$ cat src/hw/rx_recovery_consts.svh
// Timing positions and counts for receive data recovery
`ifndef RX_RECOVERY_CONSTS_SVH
`define RX_RECOVERY_CONSTS_SVH
`define OVERSAMPLE_RATE 5'h10
`define TICK_FIRST 5'h01
`define TICK_START_A 5'h03
`define TICK_START_B 5'h05
`define TICK_START_C 5'h07
`define TICK_VOTE_A 5'h08
`define TICK_VOTE_B 5'h09
`define TICK_VOTE_C 5'h0a
`define TICK_LAST 5'h10
`define TICK_RESYNC_MAX 5'h0f
`define EDGE_SAT 5'h1f
`define BITS_SHORT 4'h8
`define BITS_LONG 4'h9
`define IDLE_SHORT 4'ha
`define IDLE_LONG 4'hb
`define HIST_IDLE 3'h7
`define DIV_MIN 16'h0002
`endif

$ cat src/hw/rx_recovery_pkg.sv
// Types for receive data recovery
package rx_recovery_pkg;
  typedef enum logic [1:0] {st_hunt, st_start, st_data, st_stop} rx_state_t;
endpackage

$ cat src/hw/tick_divider.sv
// Divides the module clock down to a one-cycle oversample enable
`timescale 1ns/1ps
`include "rx_recovery_consts.svh"
module tick_divider #(
  parameter int WIDTH = 16
) (
  input wire logic ref_clk_in,
  input wire logic sys_rst_in,
  input wire logic run_in,
  input wire logic [WIDTH-1:0] div_in,
  output logic tick_out
);
  logic [WIDTH-1:0] count;
  logic [WIDTH-1:0] next_count;
  logic next_tick;

  if (WIDTH < 2) begin : g_chk
    $error("tick_divider WIDTH must be at least 2");
  end

  always_comb begin
    next_count = count + {{(WIDTH-1){1'b0}}, 1'b1};
    next_tick = 1'b0;
    // Divisors below two are treated as two
    if (!run_in) begin
      next_count = '0;
    end else if (next_count >= div_in && next_count >= WIDTH'(`DIV_MIN)) begin
      next_count = '0;
      next_tick = 1'b1;
    end
  end

  always_ff @(posedge ref_clk_in or posedge sys_rst_in) begin
    if (sys_rst_in) begin
      count <= '0;
      tick_out <= 1'b0;
    end else begin
      count <= next_count;
      tick_out <= next_tick;
    end
  end
endmodule

$ cat src/hw/majority_vote.sv
// Three-sample majority vote with disagreement detect
`timescale 1ns/1ps
module majority_vote (
  input wire logic [2:0] samples_in,
  output logic value_out,
  output logic disagree_out
);
  assign value_out = (samples_in[0] & samples_in[1]) | (samples_in[0] & samples_in[2])
                   | (samples_in[1] & samples_in[2]);
  assign disagree_out = (|samples_in) & ~(&samples_in);
endmodule

$ cat src/hw/uart_rx_recovery.sv
// Receive data recovery, error detection and standby wakeup
// Contract
// Sample input on sixteen-times-baud oversample tick
// Resync tick counter on start and 1-to-0
// Start search: zero after three ones
// Verify start at ticks 3,5,7, noise
// Failed verification restarts search, counter reset
// Data bit is majority of ticks 8-10
// Late start samples never cancel, set noise
// Stop majority zero gives framing error
// Missing stop one, break included, frames error
// Framing error with buffer full, same cycle
// Standby suppresses reception and interrupt request
// Address mark wakes and sets buffer full
// Waking idle sets neither idle nor full
// Idle type selects where ones counting begins
// Software re-arms standby on address mismatch
// Standby set on idle line wakes immediately
// Length control selects eight or nine bits
// Wake select one address, zero idle
// Idle type one after stop, zero start
// Idle after ten or eleven ones
// Noise accumulated per character, reported at transfer
`timescale 1ns/1ps
`include "rx_recovery_consts.svh"
module uart_rx_recovery
  import rx_recovery_pkg::*;
#(
  parameter int DIV_WIDTH = 16
) (
  input wire logic ref_clk_in,
  input wire logic sys_rst_in,
  input wire logic rxd_in,
  input wire logic enable_in,
  input wire logic [DIV_WIDTH-1:0] baud_div_in,
  input wire logic char9_in,
  input wire logic wake_addr_in,
  input wire logic idle_count_type_in,
  input wire logic standby_set_in,
  input wire logic flag_clear_in,
  output logic [8:0] rx_data_out,
  output logic rx_buffer_full_flag_out,
  output logic frame_error_flag_out,
  output logic noise_flag_out,
  output logic idle_flag_out,
  output logic rx_standby_bit_out,
  output logic rx_irq_out
);
  // Input synchroniser; only the second stage is read
  logic rxd_meta;
  logic samp;
  logic tick;
  rx_state_t state;
  rx_state_t next_state;
  logic [4:0] rt;
  logic [4:0] next_rt;
  logic [4:0] cur;
  logic [2:0] hist;
  logic [2:0] next_hist;
  logic [1:0] vs;
  logic [1:0] next_vs;
  logic [2:0] vote_in;
  logic vote_val;
  logic vote_dis;
  logic [8:0] shreg;
  logic [8:0] next_shreg;
  logic [3:0] bitcnt;
  logic [3:0] next_bitcnt;
  logic [3:0] nbits;
  logic [3:0] idle_target;
  logic prev_bit;
  logic next_prev_bit;
  logic last_samp;
  logic next_last_samp;
  logic [4:0] since_edge;
  logic [4:0] next_since_edge;
  logic noise_acc;
  logic next_noise_acc;
  logic [3:0] ones_tk;
  logic [3:0] next_ones_tk;
  logic [3:0] idle_bits;
  logic [3:0] next_idle_bits;
  logic idle_seen;
  logic next_idle_seen;
  logic [8:0] next_data;
  logic next_full;
  logic next_fe;
  logic next_nf;
  logic next_idle;
  logic next_standby;
  logic next_irq;
  logic done;
  logic idle_hit;

  always_ff @(posedge ref_clk_in or posedge sys_rst_in) begin
    if (sys_rst_in) begin
      rxd_meta <= 1'b1;
      samp <= 1'b1;
    end else begin
      rxd_meta <= rxd_in;
      samp <= rxd_meta;
    end
  end

  // sixteen-times-baud tick
  tick_divider #(
    .WIDTH(DIV_WIDTH)
  ) u_div (
    .ref_clk_in(ref_clk_in),
    .sys_rst_in(sys_rst_in),
    .run_in(enable_in),
    .div_in(baud_div_in),
    .tick_out(tick)
  );

  assign vote_in = {vs, samp};

  majority_vote u_vote (
    .samples_in(vote_in),
    .value_out(vote_val),
    .disagree_out(vote_dis)
  );

  // eight or nine data bits
  assign nbits = char9_in ? `BITS_LONG : `BITS_SHORT;
  // ten or eleven ones mean idle
  assign idle_target = char9_in ? `IDLE_LONG : `IDLE_SHORT;
  assign cur = rt + 5'h01;

  always_comb begin
    next_state = state;
    next_rt = rt;
    next_hist = hist;
    next_vs = vs;
    next_shreg = shreg;
    next_bitcnt = bitcnt;
    next_prev_bit = prev_bit;
    next_last_samp = last_samp;
    next_since_edge = since_edge;
    next_noise_acc = noise_acc;
    next_ones_tk = ones_tk;
    next_idle_bits = idle_bits;
    done = 1'b0;
    if (!enable_in) begin
      next_state = st_hunt;
      next_rt = '0;
      next_hist = '0;
      next_ones_tk = '0;
      next_idle_bits = '0;
    end else if (tick) begin
      case (state)
        st_hunt: begin
          next_hist = {hist[1:0], samp};
          // zero after three ones
          if (hist == `HIST_IDLE && !samp) begin
            next_state = st_start;
            // counter restarts on the start edge
            next_rt = `TICK_FIRST;
            next_noise_acc = 1'b0;
          end
          // whole bit times of ones while hunting
          if (!samp) begin
            next_ones_tk = '0;
            next_idle_bits = '0;
          end else begin
            next_ones_tk = ones_tk + 4'h1;
            if (ones_tk == 4'hf && idle_bits != 4'hf) begin
              next_idle_bits = idle_bits + 4'h1;
            end
          end
        end
        st_start: begin
          next_rt = cur;
          if (cur == `TICK_START_A || cur == `TICK_START_B) begin
            next_vs = {vs[0], samp};
          end
          if (cur == `TICK_START_C) begin
            // failed verification restarts the search
            if (vote_val) begin
              next_state = st_hunt;
              next_rt = '0;
              next_hist = '0;
            end else begin
              // two zeros accept, disagreement is noise
              next_noise_acc = noise_acc | vote_dis;
            end
          end
          // late ones only flag noise
          if (cur >= `TICK_VOTE_A && cur <= `TICK_VOTE_C && samp) begin
            next_noise_acc = 1'b1;
          end
          if (cur == `TICK_LAST) begin
            next_state = st_data;
            next_rt = '0;
            next_bitcnt = '0;
            next_prev_bit = 1'b0;
            next_last_samp = 1'b0;
            next_since_edge = `EDGE_SAT;
            // idle type zero counts from after the start bit
            next_idle_bits = '0;
          end
        end
        default: begin
          next_rt = cur;
          next_last_samp = samp;
          if (last_samp && !samp) begin
            next_since_edge = `TICK_FIRST;
          end else if (since_edge != `EDGE_SAT) begin
            next_since_edge = since_edge + 5'h01;
          end
          if (cur == `TICK_VOTE_A || cur == `TICK_VOTE_B) begin
            next_vs = {vs[0], samp};
          end
          if (cur == `TICK_VOTE_C) begin
            // majority of three, disagreement is noise
            next_noise_acc = noise_acc | vote_dis;
            // type one counts only after the stop bit
            if (idle_count_type_in || !vote_val) begin
              next_idle_bits = '0;
            end else if (idle_bits != 4'hf) begin
              next_idle_bits = idle_bits + 4'h1;
            end
            if (state == st_data) begin
              next_shreg = {vote_val, shreg[8:1]};
              next_bitcnt = bitcnt + 4'h1;
              next_prev_bit = vote_val;
              // realign to the edge of a 1-to-0 change
              if (prev_bit && !vote_val && since_edge < `TICK_RESYNC_MAX) begin
                next_rt = since_edge + 5'h01;
              end
            end else begin
              // stop bit by majority
              done = 1'b1;
              next_state = st_hunt;
              next_rt = '0;
              next_hist = {3{vote_val}};
              next_ones_tk = '0;
            end
          end
          if (state == st_data && cur == `TICK_LAST) begin
            next_rt = '0;
            if (bitcnt == nbits) begin
              next_state = st_stop;
            end
          end
        end
      endcase
    end
  end

  always_ff @(posedge ref_clk_in or posedge sys_rst_in) begin
    if (sys_rst_in) begin
      state <= st_hunt;
      rt <= '0;
      hist <= '0;
      vs <= '0;
      shreg <= '0;
      bitcnt <= '0;
      prev_bit <= 1'b0;
      last_samp <= 1'b0;
      since_edge <= '0;
      noise_acc <= 1'b0;
      ones_tk <= '0;
      idle_bits <= '0;
    end else begin
      state <= next_state;
      rt <= next_rt;
      hist <= next_hist;
      vs <= next_vs;
      shreg <= next_shreg;
      bitcnt <= next_bitcnt;
      prev_bit <= next_prev_bit;
      last_samp <= next_last_samp;
      since_edge <= next_since_edge;
      noise_acc <= next_noise_acc;
      ones_tk <= next_ones_tk;
      idle_bits <= next_idle_bits;
    end
  end

  // Level test so a line already idle counts at once
  assign idle_hit = enable_in && idle_bits >= idle_target;

  // Flags: a set in the clearing cycle wins over the clear
  always_comb begin
    next_data = rx_data_out;
    next_full = rx_buffer_full_flag_out & ~flag_clear_in;
    next_fe = frame_error_flag_out & ~flag_clear_in;
    next_nf = noise_flag_out & ~flag_clear_in;
    next_idle = idle_flag_out & ~flag_clear_in;
    next_standby = rx_standby_bit_out | standby_set_in;
    next_idle_seen = idle_seen & idle_hit;
    if (done) begin
      // standby drops characters without an address mark
      // address mark wakes and still transfers
      if (!rx_standby_bit_out || (wake_addr_in && shreg[8])) begin
        if (rx_standby_bit_out) begin
          next_standby = 1'b0;
        end
        next_data = char9_in ? shreg : {1'b0, shreg[8:1]};
        next_full = 1'b1;
        // no one in the stop slot, break too
        // error flag lands with buffer full
        next_fe = frame_error_flag_out & ~flag_clear_in | ~vote_val;
        // whole-character noise reported here
        next_nf = next_nf | noise_acc | vote_dis;
      end
    end
    if (idle_hit && !idle_seen) begin
      next_idle_seen = 1'b1;
      if (rx_standby_bit_out && !wake_addr_in) begin
        // waking idle raises no flag
        // wake select zero, idle
        next_standby = 1'b0;
      end else if (!rx_standby_bit_out) begin
        next_idle = 1'b1;
      end
    end else if (idle_hit && rx_standby_bit_out && !wake_addr_in) begin
      // standby set after idle wakes at once
      next_standby = 1'b0;
    end
    // request held off in standby
    next_irq = (next_full | next_idle) & ~next_standby;
  end

  always_ff @(posedge ref_clk_in or posedge sys_rst_in) begin
    if (sys_rst_in) begin
      rx_data_out <= '0;
      rx_buffer_full_flag_out <= 1'b0;
      frame_error_flag_out <= 1'b0;
      noise_flag_out <= 1'b0;
      idle_flag_out <= 1'b0;
      rx_standby_bit_out <= 1'b0;
      rx_irq_out <= 1'b0;
      idle_seen <= 1'b0;
    end else begin
      rx_data_out <= next_data;
      rx_buffer_full_flag_out <= next_full;
      frame_error_flag_out <= next_fe;
      noise_flag_out <= next_nf;
      idle_flag_out <= next_idle;
      rx_standby_bit_out <= next_standby;
      rx_irq_out <= next_irq;
      idle_seen <= next_idle_seen;
    end
  end
endmodule

$ cat config.mk
export PLATFORM = sky130hd
export DESIGN_NAME = uart_rx_recovery
export DESIGN_NICKNAME = d
export VERILOG_FILES = /design/src/hw/rx_recovery_pkg.sv /design/src/hw/tick_divider.sv /design/src/hw/majority_vote.sv /design/src/hw/uart_rx_recovery.sv
export VERILOG_INCLUDE_DIRS = /design/src /design/src/hw
export SDC_FILE = /design/constraint.sdc
export NUM_CORES = 1
export LEC_CHECK = 0
export BUFFER_PORTS_ARGS = -buffer_cell sky130_fd_sc_hd__buf_2
export CAP_MARGIN = 10
export CORE_UTILIZATION = 40
export DETAILED_ROUTE_END_ITERATION = 16
export HOLD_SLACK_MARGIN = 0.05
export PLACE_DENSITY = 0.65
export SYNTH_ARGS = -nofsm -noshare
export SYNTH_HDL_FRONTEND = slang
export SYNTH_SLANG_ARGS = --single-unit
$ cat constraint.sdc
create_clock -name ref_clk_in -period 4.9 [get_ports ref_clk_in]
set_input_delay 0.49 -clock ref_clk_in [delete_from_list [all_inputs] [get_ports ref_clk_in]]
set_output_delay 0.49 -clock ref_clk_in [all_outputs]
set_load 0.1 [all_outputs]
Word-level counts from Yosys, hierarchy flattened
Cells that the tools add are included.
{ "op_classes": {"add_sub_neg": 6, "magnitude_cmp": 6, "n_eq_ne": 33, "n_mux": 93, "bitwise": 24, "reduce_logical": 45} }
{ "ops": {"columns": ["cell", "n"], "rows": [
  ["5-bit 2-to-1 mux", 13],
  ["4-bit 2-to-1 mux", 15],
  ["1-bit 2-to-1 mux", 33],
  ["16-bit 2-to-1 mux", 2],
  ["5-bit AND reduction", 5],
  ["2-bit 2-to-1 mux", 12],
  ["4-bit case mux with 2 select lines", 3],
  ["5-bit case mux with 2 select lines", 2],
  ["3-bit 2-to-1 mux", 6],
  ["3-bit inequality test (second input constant)", 6],
  ["16-bit by 1-bit adder with 16-bit output (second input constant)", 1],
  ["16-bit >= comparator", 1],
  ["16-bit by 2-bit >= comparator with 1-bit output (second input constant)", 1],
  ["4-bit inequality test (second input constant)", 4],
  ["5-bit by 4-bit equality test with 1-bit output (second input constant)", 3],
  ["1-bit logical AND", 15],
  ["4-bit by 1-bit adder with 4-bit output (second input constant)", 3],
  ["4-bit AND reduction", 3],
  ["6-bit AND reduction", 2],
  ["5-bit by 1-bit adder with 5-bit output (second input constant)", 2],
  ["1-bit AND", 10],
  ["5-bit by 3-bit equality test with 1-bit output (second input constant)", 2],
  ["9-bit 2-to-1 mux", 1],
  ["2-bit inequality test (second input constant)", 4],
  ["32 further kinds", 58]
]} }
{ "totals": {"ff_bits": 76, "inputBits": 25, "out_inout_bits": 15, "elab_cells": 231} }

Logic depth before layout (Yosys ltp)
{ "logic_depth": {"word_depth": 13, "depth_mapped": 12} }

Cells and area by module
From an unflattened synthesis, not the netlist that was laid out.
{ "hier_totals": {"hier_cells": 548, "hier_area_um2": 5046.1} }
{ "modules_own_cells": {"columns": ["mod", "instances", "cells_per_inst", "area_each_um2", "seq_area_each_um2"], "rows": [
  ["uart_rx_recovery", 1, 362, 3484.6, 1478.9],
  ["tick_divider", 1, 182, 1535.2, 425.4],
  ["majority_vote", 1, 4, 26.3, 0.0]
]} }

Least setup slack after synthesis
Ideal clock, no wire load.
{ "synth_timing": {"path_kind": "reg2reg", "startpoint": "reg u_div.count[0]", "endpoint": "reg u_div.tick_out", "setup_time_ps": 120, "t_arrival_ps": 3079, "required_time_ps": 4780, "path_slack_ps": 1702, "path_stages_with_launch": 13, "n_path_buf": 1, "synth_period_minus_slack_ps": 3198, "path_cell_list": "dfrtp_1 -> ha_1 -> clkbuf_1 -> nand2_1 -> nor3_1 -> xor2_1 -> ha_1 -> a211oi_1 -> nand2_1 -> a2111oi_0 -> o21a_1 -> o2111ai_1 -> and3_1"} }
{ "synth_via": {"elab_chain_len": 5, "word_cells_on_any_way": 6, "classes_between": "1 x add/sub; 2 x order compare; 2 x mux; 1 x reduce/logical"} }
{ "synth_rtl": {"columns": ["element", "line_no", "rtl"], "rows": [
  ["start, declared", "tick_divider.sv:13", "logic [WIDTH-1:0] count;"],
  ["start signal, assigned", "tick_divider.sv:38", "count <= next_count;"],
  ["16-bit by 1-bit adder with 16-bit output (*)", "tick_divider.sv:22", "next_count = count + {{(WIDTH-1){1'b0}}, 1'b1};"],
  ["16-bit >= comparator or 16-bit by 2-bit >= comparator with 1-bit output (tied branches)", "tick_divider.sv:27", "end else if (next_count >= div_in && next_count >= WIDTH'(`DIV_MIN)) begin"],
  ["1-bit logical AND (*)", "tick_divider.sv:27", null],
  ["1-bit 2-to-1 mux (*)", "tick_divider.sv:27", null],
  ["1-bit 2-to-1 mux (*)", "tick_divider.sv:25", "if (!run_in) begin"],
  ["via u_div.next_tick", "tick_divider.sv:15", "logic next_tick;"],
  ["end signal, assigned", "tick_divider.sv:39", "tick_out <= next_tick;"],
  ["end, declared", "tick_divider.sv:11", "output logic tick_out"]
]} }
The timed path passes the listed nets; every way through them passes the cells marked *.
A chain may end at the register's enable or synchronous reset.

Worst setup path in the final report
{ "layout_timing": {"startpoint": "reg u_div.count[2]", "endpoint": "reg u_div.tick_out"} }
Same word-level chain as after synthesis.

==> metrics.md <==
| Metric | Value |
|---|---|
| Port bufs | 39 |
| CP required | 5.13 ns |
| HP Class | input port to async pin |
| CTS root buf | clkbuf_16 |
| WHS | 0.227 ns |
| Initial Util | 0.412 |
| Vias in the first global route | 4115 |
| Num CTS Buffers | 9 |
| Cell variety after synth | 65 |
| VDD IR-drop max | 0.160 mV |
| Sequential share of the synthesized area | 0.383 |
| Fmax | 260 MHz |
| H-tree depth | 3 |
| Reg2reg path depth | 9 |
| Chip height | 113 µm |
| Synthesized flop and latch total | 76 |
| Final setup TNS | 0 ns |
| Detailed Place HPWL | 8050 µm |
| Clock sinks | 76 |
| Final Hold Vio Count | 0 |
| Crit path buffers/inverters | 0 |
| Largest net degree at the start of global routing | 48 |
| Final Skew | 0.00615 ns |
| Layout cells sized above 1 | 0.141 |
| Critical Path AT | 4.08 ns |
| Total Routing Usage GR | 0.187 |
| Via count | 4165 |
| Die W | 113 µm |
| Max-Cap Viols | 0 |
| Internal cell power | 1.02 mW |
| RSZ-0062 raised after global routing | no |
| Core area | 12100 µm² |
| Later-pin clock latency in the skew report | 0.34 ns |
| Critical path peak fanout | 13 |
| Sequential power share | 0.470 |
| Worst-margin pin slew | 0.838 ns |
| CTS resizes | 0 |
| Pre-antenna DRT Iters | 5 |
| Setup slack, reg-to-reg | 1.05 ns |
| Startpoint types | flop |
| Pwr dens | 246 nW/µm² |
| Avg Inst Size Synth | 8.80 µm² |
| Clock Power Share | 0.465 |
| P_sw | 0.352 mW |
| CTS tree | done |
| Initial antenna violation count | 0 |
| Num rows | 40 |
| Reg clk slew, reported paths | 0.06 ns |
| Mapped Cells | 565 |
| Status | complete, no violations |
| Tmin final | 3.85 ns |
| Crit-path cells | nand3_2, nor4_1, xor2_1, ha_1, and3_1, a22o_1, o21ai_1, o2111ai_1, and3_1 |
| CTS hold repair buffers | 0 |
| Final ANT Viol Nets | 0 |
| Final GP Congestion | 0.872 |
| Drt wl/cell | 14.6 µm |
| Grt ovf | 0 |
| Routed WL | 11100 µm |
| Slew margin rel. | 0.441 |
| Yosys warning count | 0 |
| Slew Limit Fails | 0 |
| Buffer depth of the longest clock path | 2 |
| Slowest cell on crit path | nor4_1 |
| DR vias/cell | 5.47 |
| CP peak stage delay | 0.60 ns |
| Iteration-0 DRC Markers | 381 |
| Crit path capture type | flop |
| Switching Fraction | 0.257 |
| Syn_nets | 620 |
| R2R Path Start | u_div.count[2] |
| Postcts setup bufs | 0 |
| Number of diodes | 0 |
| Setup Viol. Count Final | 0 |
| Predominant post-synthesis flop cell | dfrtp_1 |
| Combinational Power Share | 0.065 |
| CP Class | flop to flop |
| Die area | 12900 µm² |
| EDFF count, synth | 0 |
| Cell area after synthesis | 4970 µm² |
| Area Growth Syn to Fin | 11.9% |
| Post-synth ARST share | 1.00 |
| Most used cell, CP | and3_1 |
| Top delay family on crit path | simple AND/OR/NAND/NOR gates |
| First-pass GRT wire length | 19400 µm |
| Tcrit/Tclk final | 0.785 |
| Reg-to-reg endpoint | u_div.tick_out |
| Fin nets | 644 |
| Residual DRC count | 0 |
| Final core area utilization | 0.461 |
| Leak | 2.56 nW |
| Boundary Pins | 40 |
-- how the worst max path moves through the flow --
| stage | slack, ns | cells past startpoint | to | start |
|---|---|---|---|---|
| floorplan | 1.70 | 12 | u_div.tick_out | u_div.count[0] |
| global placement | 1.28 | 9 | u_div.tick_out | u_div.count[2] |
| detailed placement | 1.09 | 11 | u_div.tick_out | u_div.count[0] |
| CTS | 1.07 | 11 | u_div.tick_out | u_div.count[0] |
| global route | 0.58 | 11 | u_div.tick_out | u_div.count[0] |
| finish | 1.05 | 9 | u_div.tick_out | u_div.count[2] |
-- cells by family (layout without fill, tap and decap cells) --
logic type / count (synthesis) / after routing / share of synthesized area
flops: 76 / 76 / 0.383
xor+xnor: 22 / 22 / 0.0388
mux: 33 / 33 / 0.0705
compound gates: 119 / 119 / 0.162
simple gates: 216 / 216 / 0.215
fa+ha+maj: 31 / 31 / 0.0775
buf+inv: 68 / 97 / 0.0531
-- sequential cells by signal, summed over array words and instances (netlist names), 3 cells and up --
register / cells
ones_tk: 4
bitcnt: 4
shreg: 9
rt: 5
hist: 3
rx_data_out: 9
since_edge: 5
u_div.count: 16
idle_bits: 4
-- placed cells by master (no fill, tap or decap), drive strengths merged, types with 3 or more instances in the layout --
| cell type | instances |
|---|---|
| a211oi | 4 |
| a21boi | 3 |
| a21o | 3 |
| a21oi | 16 |
| a22o | 4 |
| a22oi | 3 |
| a311oi | 4 |
| a31oi | 7 |
| a32o | 6 |
| and3 | 10 |
| buf | 41 |
| clkbuf | 9 |
| dfrtp | 74 |
| ha | 30 |
| inv | 44 |
| mux2 | 13 |
| mux2i | 20 |
| nand2 | 64 |
| nand2b | 9 |
| nand3 | 34 |
| nand4 | 6 |
| nor2 | 41 |
| nor2b | 6 |
| nor3 | 14 |
| nor3b | 3 |
| nor4 | 4 |
| nor4bb | 3 |
| o211ai | 6 |
| o21ai | 35 |
| o22ai | 5 |
| or2 | 8 |
| or3 | 3 |
| or4 | 4 |
| xnor2 | 13 |
| xor2 | 9 |
-- area by class of cell --
cell class	count	area [µm²]
repair buffers	41	210
inverters	40	150
fillers	1160	6500
flip-flops and latches	76	1900
clock buffers	9	225
multi-input cells	421	2800
clock inverters	7	57.6
well taps	168	210
-- power groups by stage --
stage | combinational [mW] | clock [mW] | sequential, mW
2_1_floorplan | 0.0583 | 0 | 0.658
3_3_place_gp | 0.0881 | 0 | 0.655
3_5_place_dp | 0.0897 | 0 | 0.656
4_1_cts | 0.0906 | 0.657 | 0.644
5_1_grt | 0.102 | 0.682 | 0.646
6_report | 0.0884 | 0.637 | 0.645
-- layer usage --
metal	GRT usage	routed length (µm)	vias to the layer above	share of wire
li1	-	-	2075	-
met1	0.245	5210	1985	0.47
met2	0.311	5370	91	0.48
met3	0.0351	364	14	0.033
met4	0.0623	148	0	0.013
met5	0	0	-	0
-- Yosys cell counts (4+ instances only) --
cell | number | area share
o21ai_0 | 33 | 0.033
clkbuf_1 | 20 | 0.015
inv_1 | 40 | 0.030
o211ai_1 | 6 | 0.0091
buf_2 | 4 | 0.0040
dfrtp_1 | 74 | 0.37
nand4_1 | 6 | 0.0076
a31oi_1 | 7 | 0.0088
mux2i_1 | 20 | 0.040
and3_1 | 10 | 0.013
a21oi_1 | 16 | 0.016
nor2b_1 | 6 | 0.0076
xnor2_1 | 13 | 0.023
nand3_1 | 33 | 0.033
a32o_1 | 6 | 0.012
nor3_1 | 14 | 0.014
or2_2 | 8 | 0.010
nor4_1 | 4 | 0.0050
a311oi_1 | 4 | 0.0070
a22o_1 | 4 | 0.0070
nor2_1 | 41 | 0.031
nand2_1 | 64 | 0.048
a211oi_1 | 4 | 0.0060
xor2_1 | 9 | 0.016
o22ai_1 | 5 | 0.0063
ha_1 | 30 | 0.076
mux2_2 | 12 | 0.027
nand2b_1 | 9 | 0.011
-- through the flow --
| step | cell area [µm²] | setup slack (ns) | total power [mW] | std cells |
|---|---|---|---|---|
| 2_1_floorplan | 4970 | 1.70 | 0.717 | 565 |
| 3_3_place_gp | 5280 | 1.28 | 0.744 | 746 |
| 3_5_place_dp | 5280 | 1.09 | 0.746 | 746 |
| 4_1_cts | 5560 | 1.07 | 1.39 | 762 |
| 5_1_grt | 5560 | 0.583 | 1.43 | 762 |
| 6_report | 5560 | 1.05 | 1.37 | 762 |
Power figures use the tool's default switching activity.
